==> src/verilog/tap_mapper_pkg.sv <==
// Constants for the hundred-tap wiper code mapper and its threshold write timing.
// Assumes a single 100 MHz clock; all counts are derived here from printed times.
package tap_mapper_pkg;
  localparam logic [7:0] TAP_MAX = 8'h63;
  localparam logic [7:0] SEG_SIZE = 8'h19;
  localparam logic [7:0] SEG1_BASE = 8'h51;
  localparam logic [7:0] SEG2_ADD = 8'h0E;
  localparam logic [7:0] SEG3_BASE = 8'hC3;
  localparam int unsigned CLK_MHZ = 100;
  localparam int unsigned WRITE_CYCLE_TYP_US = 5000;
  localparam int unsigned WRITE_CYCLE_MAX_US = 10000;
  localparam int unsigned GAP_MIN_US = 1000;
  localparam int unsigned CNT_W = 20;
  localparam logic [19:0] WRITE_CYCLE_COUNT = 20'(WRITE_CYCLE_TYP_US * CLK_MHZ);
  localparam logic [19:0] WRITE_CYCLE_LIMIT = 20'(WRITE_CYCLE_MAX_US * CLK_MHZ);
  localparam logic [19:0] GAP_COUNT = 20'(GAP_MIN_US * CLK_MHZ);
endpackage : tap_mapper_pkg

==> src/verilog/tap_code_if.sv <==
// Carrier between the mapper top and its segment encoder.
// Assumes both ends sit in one clock domain; the path is purely combinational.
`timescale 1ns/1ps
`default_nettype none
interface tap_code_if;
  logic [7:0] tap;
  logic [7:0] code;
  logic range_error;
  modport encoder (input tap, output code, output range_error);
  modport user (output tap, input code, input range_error);
endinterface : tap_code_if
`default_nettype wire

==> src/verilog/hundred_tap_wiper_code_mapper.sv <==
// Top of the wiper code mapper: registers the translated byte, times threshold
// writes and watches the program-enable off gap between adjustments.
// Assumes tap requests and write starts come from logic on the same clock; the
// program-enable level is a pin and is synchronised here.
// The write and gap counts are parameters so a bench can shorten them.
// No registers are reachable by software; all results leave as ports.
`timescale 1ns/1ps
`default_nettype none
module hundred_tap_wiper_code_mapper #(
  parameter logic [19:0] WRITE_CYCLE_COUNT = tap_mapper_pkg::WRITE_CYCLE_COUNT,
  parameter logic [19:0] GAP_COUNT = tap_mapper_pkg::GAP_COUNT
) (
  input wire logic clock,
  input wire logic sys_rst,
  input wire logic tap_valid,
  input wire logic [7:0] tap_pos,
  input wire logic thr_write_start,
  input wire logic program_enable_pin,
  output logic [7:0] wiper_code_ff,
  output logic code_valid_ff,
  output logic tap_error_ff,
  output logic write_busy_ff,
  output logic write_done_ff,
  output logic write_refused_ff,
  output logic gap_short_ff
);
  // Two states suffice: the count alone tells how far a write has gone.
  typedef enum logic [0:0] {
    write_idle,
    write_active
  } write_state_type;

  // Ten millisecond ceiling.
  // A longer count from the parameter is cut back so no write overruns the limit.
  localparam logic [19:0] WRITE_LEN =
    (WRITE_CYCLE_COUNT > tap_mapper_pkg::WRITE_CYCLE_LIMIT) ?
    tap_mapper_pkg::WRITE_CYCLE_LIMIT : WRITE_CYCLE_COUNT;

  // Segment arithmetic is combinational; only the registered result leaves here.
  tap_code_if code_bus ();

  tap_segment_encoder encoder_u (
    .enc(code_bus)
  );

  assign code_bus.tap = tap_pos;

  logic [7:0] nxt_wiper_code;
  logic nxt_code_valid;
  logic nxt_tap_error;

  // The byte is only updated on a request so the wiper path sees a stable value.
  // An out-of-range tap still loads the saturated code, flagged alongside it.
  always_comb begin
    nxt_wiper_code = wiper_code_ff;
    nxt_code_valid = 1'b0;
    nxt_tap_error = 1'b0;
    if (tap_valid) begin
      nxt_wiper_code = code_bus.code;
      nxt_code_valid = 1'b1;
      nxt_tap_error = code_bus.range_error;
    end
  end

  // Valid and error are pulses; the byte itself stands until the next request.
  always_ff @(posedge clock) begin
    if (sys_rst) begin
      wiper_code_ff <= 8'h00;
      code_valid_ff <= 1'b0;
      tap_error_ff <= 1'b0;
    end else begin
      wiper_code_ff <= nxt_wiper_code;
      code_valid_ff <= nxt_code_valid;
      tap_error_ff <= nxt_tap_error;
    end
  end

  logic enable_meta_ff;
  logic enable_sync_ff;
  logic enable_prev_ff;
  logic nxt_enable_meta;
  logic nxt_enable_sync;
  logic nxt_enable_prev;

  // The enable is a pin: two flops settle it before any logic reads it.
  // The third flop keeps the last settled value so a rise can be seen.
  // Nothing but the second flop reads the first.
  always_comb begin
    nxt_enable_meta = program_enable_pin;
    nxt_enable_sync = enable_meta_ff;
    nxt_enable_prev = enable_sync_ff;
  end

  always_ff @(posedge clock) begin
    if (sys_rst) begin
      enable_meta_ff <= 1'b0;
      enable_sync_ff <= 1'b0;
      enable_prev_ff <= 1'b0;
    end else begin
      enable_meta_ff <= nxt_enable_meta;
      enable_sync_ff <= nxt_enable_sync;
      enable_prev_ff <= nxt_enable_prev;
    end
  end

  logic [19:0] gap_cnt_ff;
  logic [19:0] nxt_gap_cnt;
  logic gap_done_ff;
  logic nxt_gap_done;
  logic nxt_gap_short;
  logic enable_rise;

  assign enable_rise = enable_sync_ff && !enable_prev_ff;

  // The gap is the controller's duty; the block only reports a short one,
  // it cannot stop the analogue programming pulse itself.
  always_comb begin
    nxt_gap_cnt = gap_cnt_ff;
    nxt_gap_done = gap_done_ff;
    nxt_gap_short = 1'b0;
    if (enable_sync_ff) begin
      nxt_gap_cnt = 20'h00000;
      if (enable_rise && !gap_done_ff) begin
        nxt_gap_short = 1'b1;
      end
      nxt_gap_done = 1'b0;
    end else if (!gap_done_ff) begin
      nxt_gap_cnt = gap_cnt_ff + 20'h00001;
      if (nxt_gap_cnt >= GAP_COUNT) begin
        nxt_gap_done = 1'b1;
      end
    end
  end

  // Reset counts the gap as kept, so the first enable after reset is not flagged.
  always_ff @(posedge clock) begin
    if (sys_rst) begin
      gap_cnt_ff <= 20'h00000;
      gap_done_ff <= 1'b1;
      gap_short_ff <= 1'b0;
    end else begin
      gap_cnt_ff <= nxt_gap_cnt;
      gap_done_ff <= nxt_gap_done;
      gap_short_ff <= nxt_gap_short;
    end
  end

  write_state_type write_state_ff;
  write_state_type nxt_write_state;
  logic [19:0] write_cnt_ff;
  logic [19:0] nxt_write_cnt;
  logic nxt_write_busy;
  logic nxt_write_done;
  logic nxt_write_refused;

  // A start while busy is refused, not queued: the cell is still writing and a
  // second operation on it would be lost.
  always_comb begin
    nxt_write_state = write_state_ff;
    nxt_write_cnt = write_cnt_ff;
    nxt_write_busy = write_busy_ff;
    nxt_write_done = 1'b0;
    nxt_write_refused = 1'b0;
    case (write_state_ff)
      write_idle: begin
        if (thr_write_start) begin
          nxt_write_state = write_active;
          nxt_write_cnt = 20'h00000;
          nxt_write_busy = 1'b1;
        end
      end
      write_active: begin
        if (thr_write_start) begin
          nxt_write_refused = 1'b1;
        end
        nxt_write_cnt = write_cnt_ff + 20'h00001;
        if (nxt_write_cnt >= WRITE_LEN) begin
          nxt_write_state = write_idle;
          nxt_write_busy = 1'b0;
          nxt_write_done = 1'b1;
        end
      end
      default: begin
        nxt_write_state = write_idle;
        nxt_write_cnt = 20'h00000;
        nxt_write_busy = 1'b0;
      end
    endcase
  end

  always_ff @(posedge clock) begin
    if (sys_rst) begin
      write_state_ff <= write_idle;
      write_cnt_ff <= 20'h00000;
      write_busy_ff <= 1'b0;
      write_done_ff <= 1'b0;
      write_refused_ff <= 1'b0;
    end else begin
      write_state_ff <= nxt_write_state;
      write_cnt_ff <= nxt_write_cnt;
      write_busy_ff <= nxt_write_busy;
      write_done_ff <= nxt_write_done;
      write_refused_ff <= nxt_write_refused;
    end
  end
endmodule : hundred_tap_wiper_code_mapper
`default_nettype wire

==> src/verilog/tap_segment_encoder.sv <==
// Combinational translation of a tap index to its wiper data byte.
// Assumes the caller registers the result; no state is held here.
`timescale 1ns/1ps
`default_nettype none
module tap_segment_encoder (
  tap_code_if.encoder enc
);
  logic [7:0] tap_sat;
  logic [7:0] quot;
  logic [7:0] raw;
  logic [1:0] seg;

  always_comb begin
    tap_sat = enc.tap;
    enc.range_error = 1'b0;
    if (enc.tap > tap_mapper_pkg::TAP_MAX) begin
      tap_sat = tap_mapper_pkg::TAP_MAX;
      enc.range_error = 1'b1;
    end
    quot = tap_sat / tap_mapper_pkg::SEG_SIZE;
    seg = quot[1:0];
    case (seg)
      2'h0: raw = tap_sat;
      2'h1: raw = tap_mapper_pkg::SEG1_BASE - tap_sat;
      2'h2: raw = tap_sat + tap_mapper_pkg::SEG2_ADD;
      2'h3: raw = tap_mapper_pkg::SEG3_BASE - tap_sat;
      default: raw = 8'h00;
    endcase
    enc.code = {1'b0, raw[6:0]};
  end
endmodule : tap_segment_encoder
`default_nettype wire
==> config.mk <==
export PLATFORM = sky130hd
export DESIGN_NAME = hundred_tap_wiper_code_mapper
export DESIGN_NICKNAME = d
export VERILOG_FILES = /design/src/verilog/tap_mapper_pkg.sv /design/src/verilog/tap_code_if.sv /design/src/verilog/hundred_tap_wiper_code_mapper.sv /design/src/verilog/tap_segment_encoder.sv
export SDC_FILE = /design/constraint.sdc
export NUM_CORES = 1
export LEC_CHECK = 0
export BUFFER_PORTS_ARGS = -buffer_cell sky130_fd_sc_hd__buf_2
export CAP_MARGIN = 20
export CORE_ASPECT_RATIO = 2
export CORE_MARGIN = 2
export CORE_UTILIZATION = 61
export DETAILED_ROUTE_END_ITERATION = 10
export HOLD_SLACK_MARGIN = 0.03
export PLACE_DENSITY = 0.82
export RECOVER_POWER = 100
export SKIP_CTS_REPAIR_TIMING = 1
export SLEW_MARGIN = 20
export SYNTH_ARGS = -nofsm -noshare
export SYNTH_HDL_FRONTEND = slang
export SYNTH_SLANG_ARGS = --single-unit
==> constraint.sdc <==
create_clock -name clock -period 3.5 [get_ports clock]
set_input_delay 0.525 -clock clock [delete_from_list [all_inputs] [get_ports clock]]
set_output_delay 0.525 -clock clock [all_outputs]
set_load 0.005 [all_outputs]
-- After elaboration in Yosys (flattened, before gate mapping)
Index checks and enable logic that the tools add are counted.
- register bits after elaboration: 58
- input bits: 13
- add/sub/neg operators: 5
- div/mod/pow operators: 1
- order comparisons: 3
- equal/unequal tests: 5
- muxes and demuxes: 17
- bitwise logic cells: 3
- reductions and logical operators: 10
- operators with widths (cell ; count):
    adder 20 x 1 -> 20 bit, second input constant ; 2
    case mux 20 bit (2 select lines) ; 1
    case mux 7 bit (4 select lines) ; 1
    >= comparator 20 x 17 -> 1 bit, second input constant ; 1
    >= comparator 20 x 19 -> 1 bit, second input constant ; 1
    two-way mux 20 bit ; 1
    subtractor 7 bit, first input constant ; 2
    two-way mux 1 bit ; 11
    divider 8 x 5 -> 8 bit, second input constant ; 1
    > comparator 8 x 7 -> 1 bit, second input constant ; 1
    two-way mux 8 bit ; 1
    OR reduction 2 bit ; 4
    adder 7 x 4 -> 7 bit, second input constant ; 1
    == test 2 bit, second input constant ; 2
    case mux 1 bit (2 select lines) ; 2
    inverter 1 bit ; 3
    == test 2 x 1 -> 1 bit, second input constant ; 1
    logical AND 1 bit ; 2
    zero test 1 bit ; 2
    zero test 2 bit ; 1
    inequality test 2 x 1 -> 1 bit, second input constant ; 1
    inequality test 2 bit, second input constant ; 1
    AND reduction 2 bit ; 1

-- Logic depth before layout (Yosys ltp)
Gate-level depths: netlist (run 1).
- depth in word-level cells: 5
- gate-level depth with buffers: 13
- mapped depth without buffers: 12

-- By module
A second synthesis (run 1) with hierarchy kept.
- cell total of the unflattened synthesis: 479
- area total of the unflattened synthesis: 3862.5 sq um
- modules (own cells, without submodules) (module ; times used ; cells an instance ; area each (sq um) ; seq. area each (sq um)):
    hundred_tap_wiper_code_mapper ; 1 ; 366 ; 3060.4 ; 1181.1
    tap_segment_encoder ; 1 ; 113 ; 802.0 ; 0.0

-- Worst setup path before layout (run 1)
OpenSTA, ideal clock, no wires.
- path kind: input -> register
- start point: input tap_pos[2]
- end point: register wiper_code_ff[2]
- data arrival time: 2.878 ns
- path slack: 0.479 ns
- stages on the path: 13
- path through: buf_2 -> nor4_2 -> nor2_1 -> nor2_1 -> inv_1 -> ha_1 -> nor4_4 -> o21a_1 -> buf_4 -> a21oi_4 -> o211a_4 -> a2111oi_4 -> a311oi_1
- word-level cells in the longest chain between the ends: 5
- elaborated cells on any way between the ends: 11
- those cells by class: 3 x add/sub; 1 x div; 1 x order compare; 3 x eq/ne; 2 x mux; 1 x reduce/logical
- ends and longest elaborated chain (element ; line ; source):
    start: declaration ; hundred_tap_wiper_code_mapper.sv:16 ; input wire logic [7:0] tap_pos,
    > comparator 8 x 7 -> 1 bit ; tap_segment_encoder.sv:16 ; if (enc.tap > tap_mapper_pkg::TAP_MAX) begin
    two-way mux 8 bit (*) ; tap_segment_encoder.sv:16 ;
    divider 8 x 5 -> 8 bit ; tap_segment_encoder.sv:20 ; quot = tap_sat / tap_mapper_pkg::SEG_SIZE;
    == test 2 bit, or another cell as far along ; tap_segment_encoder.sv:22 ; case (seg)
    case mux 7 bit (4 select lines) (*) ; tap_segment_encoder.sv:22 ;
    end signal: assignment ; hundred_tap_wiper_code_mapper.sv:72 ; wiper_code_ff <= nxt_wiper_code;
    end: declaration ; hundred_tap_wiper_code_mapper.sv:19 ; output logic [7:0] wiper_code_ff,
Every way passes the cells marked *; elsewhere a longest branch is shown, timed or not.
A chain may end at the register's enable or synchronous reset.

-- Worst setup path after layout (run 1)
- start point: input tap_pos[3]
- end point: register wiper_code_ff[6]
Same word-level chain as after synthesis.

==> summary.md, run 1 <==
| Metric | Value |
|---|---|
| Commonest cells in the netlist | `nor2_1, dfxtp_1, nand2_1` |
| Post-synth ARST share | `0` |
| ANT cells | `0` |
| CTS root buf | `clkbuf_16` |
| Comb power frac | `0.096` |
| Adder-Cell Fraction of Synth Area | `0.0460` |
| Slowest-stage cell, CP | `nor4_2` |
| Post-Synthesis Cells | `470` |
| Clock Pin Slew Worst Setup and Hold Paths | `0.05 ns` |
| Simple-Gate Fraction of Synth Area | `0.296` |
| Most frequent cell after synthesis | `nor2_1` |
| Critical path's top delay family | `compound AO/OA/AOI/OAI gates` |
| Clock Power Share | `0.518` |
| Die height | `roughly 120 µm` |
| Post-synth EDFFs | `0` |
| Maximum vdd drop | `between 400 and 500 µV` |
| Synthesis-to-layout area growth | `7.65%` |
| Multi-input gate area | `2380 µm²` |
| DIE AREA | `slightly below 7000 µm²` |
| First-pass GRT wire length | `roughly 14 mm` |
| Sink Count | `58` |
| Register area share after synthesis | `0.305` |
| Min Hold Slack | `approximately 0.4 ns` |
| Rel. slew slack | `-0.0908` |
| Routability congestion estimate | `about 0.9` |
| Register Area | `approximately 1200 µm²` |
| Switching power | `~420 µW` |
| CTS tree | `yes` |
| Number of max-cap violations | `1` |
| Synth Flop Type | `dfxtp_1` |
| Cell Pwr Density | `435 nW/µm²` |
| IO Port Bufs | `25` |
| LEAKAGE | `roughly 1.5 nW` |
| Net Sw Frac | `0.235` |
| Initial DRC Count | `168` |
| Compound-cell area share of the yosys netlist | `0.208` |
| Worst skew pair latency | `~0.33 ns` |
| Vias per cell | `approximately 6.3` |
| Crit share post-route | `0.870` |
| Tmin final | `3.05 ns` |
| Post-synthesis xor/xnor area fraction | `0.0640` |
| Post-DR wirelength/cell | `16.0 µm` |
| Fraction of layout cells with a size suffix above 1 | `0.117` |
| Yosys warnings | `0` |
| # nets final | `502` |
| Grt total ovfl | `0` |
| Critical Path RT | `~3.6 ns` |
| Critical path arrival | `~3.2 ns` |
| Worst path cell trace | `clkbuf_1, nor4_2, nor2_1, nor2_1, inv_1, ha_1, nor4_4, o21a_1, a21oi_4, o211a_4, a221oi_1, a211oi_1` |
| Crit Path Max Fanout | `9` |
| Setup TNS | `0 ns` |
| Initial antenna violation count | `0` |
| Core area | `roughly 6000 µm²` |
| Routed vias | `3445` |
| Failing checks | `capacitance limit, slew limit` |
| Number of library cell types mapped by synthesis | `73` |
| Clk_skew | `about 0.010 ns` |
| Crit path largest cell delay | `approximately 0.43 ns` |
| CTS max path bufs | `2` |
| Flops & latches, synth | `slightly below 60` |
| Setup Viol. Count Final | `0` |
| Post-route DRC | `0` |
| Detailed Routing Iterations Pass 1 | `5` |
| Largest regs | `gap_cnt_ff x20, write_cnt_ff x20, wiper_code_ff x7` |
| HP Class | `reg -> reg` |
| Status | `finished with violations` |
| CP Capture Type | `flip-flop` |
| H-tree depth | `3` |
| Pin count of the biggest net entering global routing | `37` |
| CP startpoint kind | `input port` |
| I/O pin cnt | `27` |
| Syn nets | `497` |
| CP bufs+invs | `2` |
| Max Slew Vio Count | `37` |
| Row count | `40` |
| P_int | `between 1 and 1.5 mW` |
| Fill cells | `about 500` |
| Worst-Margin Slew | `~1.6 ns` |
| Synth top area share | `0.305` |
| Global-route usage over all layers | `0.266` |
| Syn Std Cell Area | `between 3000 and 4000 µm²` |
| Detail Route Antenna Nets | `0` |
| Unrepaired setup endpoints after global routing | `false` |
| Synth Area per Inst | `~8.1 µm²` |
| Vias in the first global route | `~3.3k` |
| Largest family of logic cells by synthesized area | `simple AND/OR/NAND/NOR gates` |
| CTS Buf Count | `9` |
| Initial Util | `0.635` |
| Yosys top cell by area | `dfxtp_1` |
| Final hold viol count | `0` |
| Worst path most repeated cell | `nor2_1` |
| Ranking of synthesized cells by area | `dfxtp_1, nor2_1, ha_1, nand2_1, xor2_1` |
| Post-synthesis mux area share | `0.0158` |
| Share of power burned in registers | `0.386` |
| Detailed placement HPWL | `~6.1 mm` |
| Highest Clock Rate | `about 330 MHz` |
| Critical path class | `in -> reg` |
| WL final | `slightly below 9 mm` |
| Die W | `around 60 µm` |
[layout by cell type, fill, tap and decap left out, types with 3 or more instances in the layout]
cell       netlist  final
nor3b_1          4      4
and4_1           4      5
clkbuf_8         2      4
o41ai_1          3      4
a21oi_1         26     26
nand2_1         36     36
nand4_1         12     12
nand3b_1         7      7
o31ai_1          8      8
clkbuf_1        13     12
mux2i_1          6      6
and3_1           8      8
nor4_2           3      3
and2_4           3      3
nand4b_1         4      4
buf_2            8     16
inv_1           10     10
o21ai_0         26     26
a311oi_1         8      8
nor3_1          11     12
xnor2_1         11     11
a211oi_1         3      3
nand3_1         18     19
ha_1            14     14
nor2b_1          8      8
clkbuf_16        0      9
a31oi_1          8      8
nor2_1          64     64
dfxtp_1         58     58
xor2_1          15     16
[per-stage QoR]
stage               setup slack (ns)  area (µm²)  power (mW)  instances  utilization
floorplan                      0.479        3810       0.830        470            -
global placement               0.363        3830       0.873        527        0.637
detailed placement             0.283        3830       0.874        527        0.637
CTS                            0.596        4150        1.79        543        0.690
global route                   0.163        4100        1.84        543        0.683
finish                         0.455        4100        1.79        543        0.683
[cell type report]
class,instances,area share
Inverter,11,0.0101
Clock buffer,15,0.0701
Timing Repair Buffer,27,0.0305
Tap cell,63,0.0192
Multi-Input combinational cell,368,0.580
Sequential cell,58,0.283
Clock inverter,1,0.00732
[worst reg2reg max path, stage by stage, from the launching register on]
cell and delay [ns]:
dfxtp_1 0.40, ha_1 0.33, and4_1 0.41, nand2_2 0.09
nor2_2 0.12, xor2_1 0.30, nor4_2 0.10, o41ai_1 0.64
nor3_1 0.10
[final timing paths]
check	slack, ns	to	depth (start not counted)	from
max reg2reg	0.82	write_busy_ff	8	write_cnt_ff[0]
max	0.45	wiper_code_ff[6]	12	tap_pos[3]
min reg2reg	0.40	gap_short_ff	1	enable_prev_ff
min	0.40	gap_short_ff	1	enable_prev_ff
[metal layers]
metal	part of all wire	track usage
met1	0.40	0.286
met2	0.53	0.467
met3	0.041	0.0614
met4	0.026	0.133
met5	0	0
[power by group through the flow]
stage               sequential (mW)  combinational [mW]  clock [mW]
floorplan                     0.698               0.132           0
global placement              0.702               0.170           0
detailed placement            0.703               0.172           0
CTS                           0.690               0.173       0.932
global route                  0.692               0.188       0.961
finish                        0.690               0.172       0.925
[logic make-up after synthesis]
| family | after synthesis |
|---|---|
| muxes | 6 |
| xor gates and xnor gates | 27 |
| buffers and inverters | 44 |
| DFF | 58 |
| other | 1 |
| and+or+nand+nor | 207 |
| adders and majority gates | 14 |
| AOI/OAI and AO/OA | 113 |
Note: power is estimated with default switching activity, not from simulation.
==> inputs of run 2 (changes only) <==
Settings changed: PLACE_DENSITY 0.82 to default, PLACE_DENSITY_LB_ADDON from default to 0.1.
==> summary.md, run 2 (same netlist as run 1, synthesis figures left out) <==
| Metric | Value |
|---|---|
| Crit path launch | `tap_pos[3]` |
| Status | `finished with violations` |
| Initial Util | `0.635` |
| Unrepaired setup endpoints after global routing | `false` |
| Switching power | `between 400 and 500 µW` |
| Cell Pwr Density | `458 nW/µm²` |
| Worst R2R Start | `write_cnt_ff[0]` |
| Detailed placement HPWL | `~6.3 mm` |
| WL final | `8.70 mm` |
| Worst path most repeated cell | `nor2_1` |
| Most frequent cells in the layout | `nor2_1, dfxtp_1, nand2_1, o21ai_0, a21oi_1` |
| Crit share post-route | `0.839` |
| Initial antenna violation count | `0` |
| Reg2reg setup slack | `about 0.57 ns` |
| Critical path's top delay family | `compound AO/OA/AOI/OAI gates` |
| IO Port Bufs | `25` |
| Setup Viol. Count Final | `0` |
| Tmin final | `~2.9 ns` |
| Clock Power Share | `0.544` |
| CP bufs+invs | `2` |
| Sink Count | `58` |
| Vias in the first global route | `3180` |
| P_int | `about 1.5 mW` |
| Vias per cell | `6.30` |
| Worst path cell trace | `buf_2, nor4_1, nor2_1, nor2_1, inv_1, ha_1, o31ai_1, nor3_1, o32ai_1, a21oi_4, o211a_4, a2111oi_0, a311oi_1` |
| Routed vias | `3426` |
| Post-route DRC | `0` |
| Power consumption | `between 1.5 and 2 mW` |
| Post-DR wirelength/cell | `between 15 and 20 µm` |
| Commonest non-fill, non-tap cell in the layout | `nor2_1` |
| Global-route usage over all layers | `0.272` |
| Synthesis-to-layout area growth | `7.72%` |
| CTS tree | `yes` |
| Rel. slew slack | `-0.0946` |
| Max Slew Vio Count | `37` |
| Die height | `116 µm` |
| Final Non-Filler Cells | `approximately 540` |
| Detailed Routing Iterations Pass 1 | `5` |
| Critical path class | `in -> reg` |
| CTS Buf Count | `9` |
| Crit Path Max Fanout | `9` |
| CP Capture Type | `flip-flop` |
| Register Area | `between 1000 and 1500 µm²` |
| Multi-input gate area | `between 2000 and 2500 µm²` |
| First-pass GRT wire length | `14.4 mm` |
| Crit path largest cell delay | `0.45 ns` |
| Clock Pin Slew Worst Setup and Hold Paths | `about 0.050 ns` |
| Final hold viol count | `0` |
| Maximum vdd drop | `353 µV` |
| Slowest-stage cell, CP | `nor4_1` |
| Largest regs | `gap_cnt_ff x20, write_cnt_ff x20, wiper_code_ff x7` |
| H-tree depth | `3` |
| CTS max path bufs | `2` |
| ANT cells | `0` |
| Critical Path RT | `about 3.7 ns` |
| # nets final | `around 500` |
| HP Class | `reg -> reg` |
| Fraction of layout cells with a size suffix above 1 | `0.114` |
| Highest Clock Rate | `340 MHz` |
| Number of max-cap violations | `1` |
| Share of power burned in registers | `0.367` |
| Worst Slack Setup Final | `0.563 ns` |
| Setup TNS | `0 ns` |
| Row count | `40` |
| I/O pin cnt | `27` |
| CTS root buf | `clkbuf_16` |
| Initial DRC Count | `about 190` |
| Comb power frac | `0.089` |
| Worst-Margin Slew | `between 1.5 and 2 ns` |
| Min Hold Slack | `0.390 ns` |
| Fill cells | `550` |
| Worst skew pair latency | `0.33 ns` |
| Routability congestion estimate | `roughly 0.91` |
| Grt total ovfl | `0` |
| Critical path arrival | `around 3.1 ns` |
| Pin count of the biggest net entering global routing | `37` |
| Worst Min Path Start | `enable_prev_ff` |
| Net Sw Frac | `0.219` |
| DIE AREA | `approximately 6900 µm²` |
| CP startpoint kind | `input port` |
| Placed Cells | `approximately 530` |
| Detail Route Antenna Nets | `0` |
| Failing checks | `capacitance limit, slew limit` |
| Die W | `59.9 µm` |
| LEAKAGE | `between 1.5 and 2 nW` |
| Place WS | `0.471 ns` |
| Core area | `~6000 µm²` |
| Clk_skew | `approximately 0.0086 ns` |
[run 2: layer usage]
layer  GRT usage  vias up  part of all wire
met3      0.0558       16             0.030
li1            -     1698                 -
met5           0        -                 0
met1       0.298     1641              0.39
met2       0.474       71              0.55
met4       0.142        0             0.027
[run 2: path summary, 6_finish.rpt]
check / to / depth (start not counted)
setup / recovery: wiper_code_ff[2] / 13
hold reg to reg: gap_short_ff / 1
setup reg to reg: write_busy_ff / 6
hold / removal: gap_short_ff / 1
[run 2: through the flow]
| stage | cell area, µm² | util |
|---|---|---|
| global placement | 3830 | 0.639 |
| global route | 4110 | 0.684 |
| floorplan | 3810 | - |
| detailed placement | 3830 | 0.639 |
| finish | 4110 | 0.684 |
| CTS | 4190 | 0.697 |
[run 2: cell type report]
type                    count  area share
clock buffers              11      0.0616
repair buffers             28      0.0335
well taps                  63      0.0192
clock inverters             5      0.0244
inverters                  11      0.0101
flip-flops and latches     58       0.283
multi-input cells         368       0.568
[run 2: power groups by stage]
stage | registers, mW | logic (mW) | clock network (mW)
4_1_cts | 0.690 | 0.174 | 1.03
2_1_floorplan | 0.698 | 0.132 | 0
6_report | 0.690 | 0.168 | 1.02
3_5_place_dp | 0.703 | 0.173 | 0
3_3_place_gp | 0.703 | 0.171 | 0
5_1_grt | 0.691 | 0.187 | 1.08
==> inputs of run 3 (changes only) <==
Settings changed: ABC_AREA from default to 1, CORE_UTILIZATION 61 to 54.
Clock period 3.5 ns to 2.7 ns, I/O delays scaled along.
==> summary.md, run 3 <==
| Metric | Value |
|---|---|
| Syn nets | `roughly 530` |
| Synth Flop Type | `dfxtp_1` |
| Yosys top cell by area | `dfxtp_1` |
| WL final | `a little over 8 mm` |
| Initial antenna violation count | `0` |
| Critical path class | `in -> reg` |
| CTS root buf | `clkbuf_16` |
| Post-route DRC | `0` |
| Post-Synthesis Cells | `around 500` |
| Worst-Margin Slew | `between 1 and 1.5 ns` |
| Rel. slew slack | `0.130` |
| Clock Pin Slew Worst Setup and Hold Paths | `about 0.05 ns` |
| Fraction of layout cells with a size suffix above 1 | `0.118` |
| Most frequent cell after synthesis | `nand2_1` |
| Vias per cell | `roughly 5.2` |
| Post-DR wirelength/cell | `between 10 and 15 µm` |
| Cell Pwr Density | `about 640 nW/µm²` |
| Commonest cells in the netlist | `nand2_1, dfxtp_1, inv_1` |
| Tmin final | `around 2.4 ns` |
| Crit Path Max Fanout | `12` |
| Detailed Routing Iterations Pass 1 | `4` |
| Vias in the first global route | `roughly 3.1k` |
| Sink Count | `just under 60` |
| CTS Buf Count | `9` |
| Highest Clock Rate | `between 400 and 500 MHz` |
| Initial Util | `0.554` |
| Routability congestion estimate | `a little under 0.9` |
| Commonest non-fill, non-tap cell in the layout | `nand2_1` |
| Clk_skew | `just under 0.005 ns` |
| Synth top area share | `0.335` |
| Crit share post-route | `0.882` |
| Row count | `slightly above 40` |
| # nets final | `~560` |
| Critical path arrival | `~2.6 ns` |
| Worst skew pair latency | `0.33 ns` |
| CP startpoint kind | `input port` |
| Detail Route Antenna Nets | `0` |
| Die height | `117 µm` |
| ANT cells | `0` |
| Setup Viol. Count Final | `0` |
| Critical Path RT | `slightly below 3 ns` |
| Syn Std Cell Area | `~3500 µm²` |
| Yosys warnings | `0` |
| Initial DRC Count | `138` |
| Status | `finished clean` |
| Register area share after synthesis | `0.335` |
| Largest regs | `gap_cnt_ff x20, write_cnt_ff x20, wiper_code_ff x7` |
| Post-synth ARST share | `0` |
| Routed vias | `approximately 3.3k` |
| CTS max path bufs | `2` |
| H-tree depth | `3` |
| Flops & latches, synth | `58` |
| IO Port Bufs | `25` |
| Setup TNS | `0 ns` |
| CP Capture Type | `flip-flop` |
| Final hold viol count | `0` |
| DIE AREA | `7110 µm²` |
| Synthesis-to-layout area growth | `17.8%` |
| Number of max-cap violations | `0` |
| Unrepaired setup endpoints after global routing | `false` |
| Place WS | `approximately 0.13 ns` |
| Fill cells | `608` |
| Global-route usage over all layers | `0.255` |
| First-pass GRT wire length | `around 14 mm` |
| Ranking of synthesized cells by area | `dfxtp_1, nand2_1, xor2_1, inv_1, a21oi_1` |
| Maximum vdd drop | `about 300 µV` |
| LEAKAGE | `roughly 1.9 nW` |
| I/O pin cnt | `27` |
| Worst Slack Setup Final | `0.319 ns` |
| Die W | `between 60 and 70 µm` |
| Grt total ovfl | `0` |
| Post-synth EDFFs | `0` |
| HP Class | `in -> reg` |
| Most frequent cells in the layout | `nand2_1, dfxtp_1, inv_1, nor2_1, a21oi_1` |
| Synth Area per Inst | `6.92 µm²` |
| Core area | `around 6300 µm²` |
| Max Slew Vio Count | `0` |
| CTS tree | `yes` |
| Pin count of the biggest net entering global routing | `28` |
| Number of library cell types mapped by synthesis | `40` |
| Detailed placement HPWL | `about 6.1 mm` |
[run 3: changes by cell type in the layout (fill, tap and decap cells not counted), sizes merged, moves of 9 or more]
cell   change
nor2      -11
inv       +50
and3       -9
nand3     +14
nand2     +73
xor2      +12
a21oi     +12
buf        +9
[run 3: worst paths after layout]
kind | cells after the start | slack [ns] | endpoint | startpoint
max | 18 | 0.32 | wiper_code_ff[4] | tap_pos[7]
max reg2reg | 14 | 0.37 | write_busy_ff | write_cnt_ff[0]
min | 3 | 0.28 | enable_meta_ff | program_enable_pin
min reg2reg | 1 | 0.39 | gap_short_ff | enable_prev_ff
[run 3: final cells by class]
class	instances	area (µm²)	share of cell area
Timing Repair Buffer	40	214	0.0524
Tap cell	86	108	0.0264
Inverter	64	240	0.0588
Sequential cell	58	1160	0.284
Multi-Input combinational cell	364	1990	0.488
Clock buffer	11	243	0.0595
Clock inverter	5	125	0.0306
[run 3: cells by family (layout without fill, tap and decap cells)]
| kind of cell | after synthesis | count (layout) | synth area share |
|---|---|---|---|
| xor gates and xnor gates | 38 | 38 | 0.0960 |
| DFF | 58 | 58 | 0.335 |
| buffers and inverters | 79 | 120 | 0.0910 |
| other | 1 | 1 | 0.00108 |
| AOI/OAI and AO/OA | 79 | 79 | 0.127 |
| adders and majority gates | 14 | 14 | 0.0505 |
| and+or+nand+nor | 232 | 232 | 0.299 |
[run 3: where the power goes]
part / leakage [nW] / internal [mW] / switching (mW)
clock network: 0.180 / 1.02 / 0.379
registers: 0.472 / 0.890 / 0.0248
logic: 1.21 / 0.104 / 0.183
total: 1.86 / 2.01 / 0.586
[run 3: stage by stage]
step | total power, mW | instances | instance area (µm²) | utilization | hold WS [ns]
final | 2.60 | 628 | 4080 | 0.652 | 0.282
after global routing | 2.70 | 628 | 4080 | 0.652 | 0.305
after CTS | 2.62 | 628 | 4100 | 0.656 | 0.271
after detailed placement | 1.22 | 612 | 3740 | 0.597 | 0.387
after global placement | 1.22 | 612 | 3740 | 0.597 | 0.380
after floorplan | 1.13 | 501 | 3470 | - | 0.373
[run 3: per-layer routing]
layer	track usage	wire, µm
met3	0.0484	204
met2	0.470	4600
met5	0	0
met1	0.249	3020
met4	0.151	359
[run 3: worst max-delay path: stages]
cell and delay (ns):
buf_2 0.10, inv_1 0.13, nand2_1 0.10, nand2_1 0.07, nand2_1 0.10, ha_1 0.18, inv_1 0.04, nor3_1 0.33
nor2_4 0.06, nand2_1 0.16, nand2_1 0.08, nand2_1 0.08, nand2_1 0.06, nand3_2 0.09, nand2_2 0.15, or2_2 0.32
nand3_1 0.07, a21oi_1 0.06
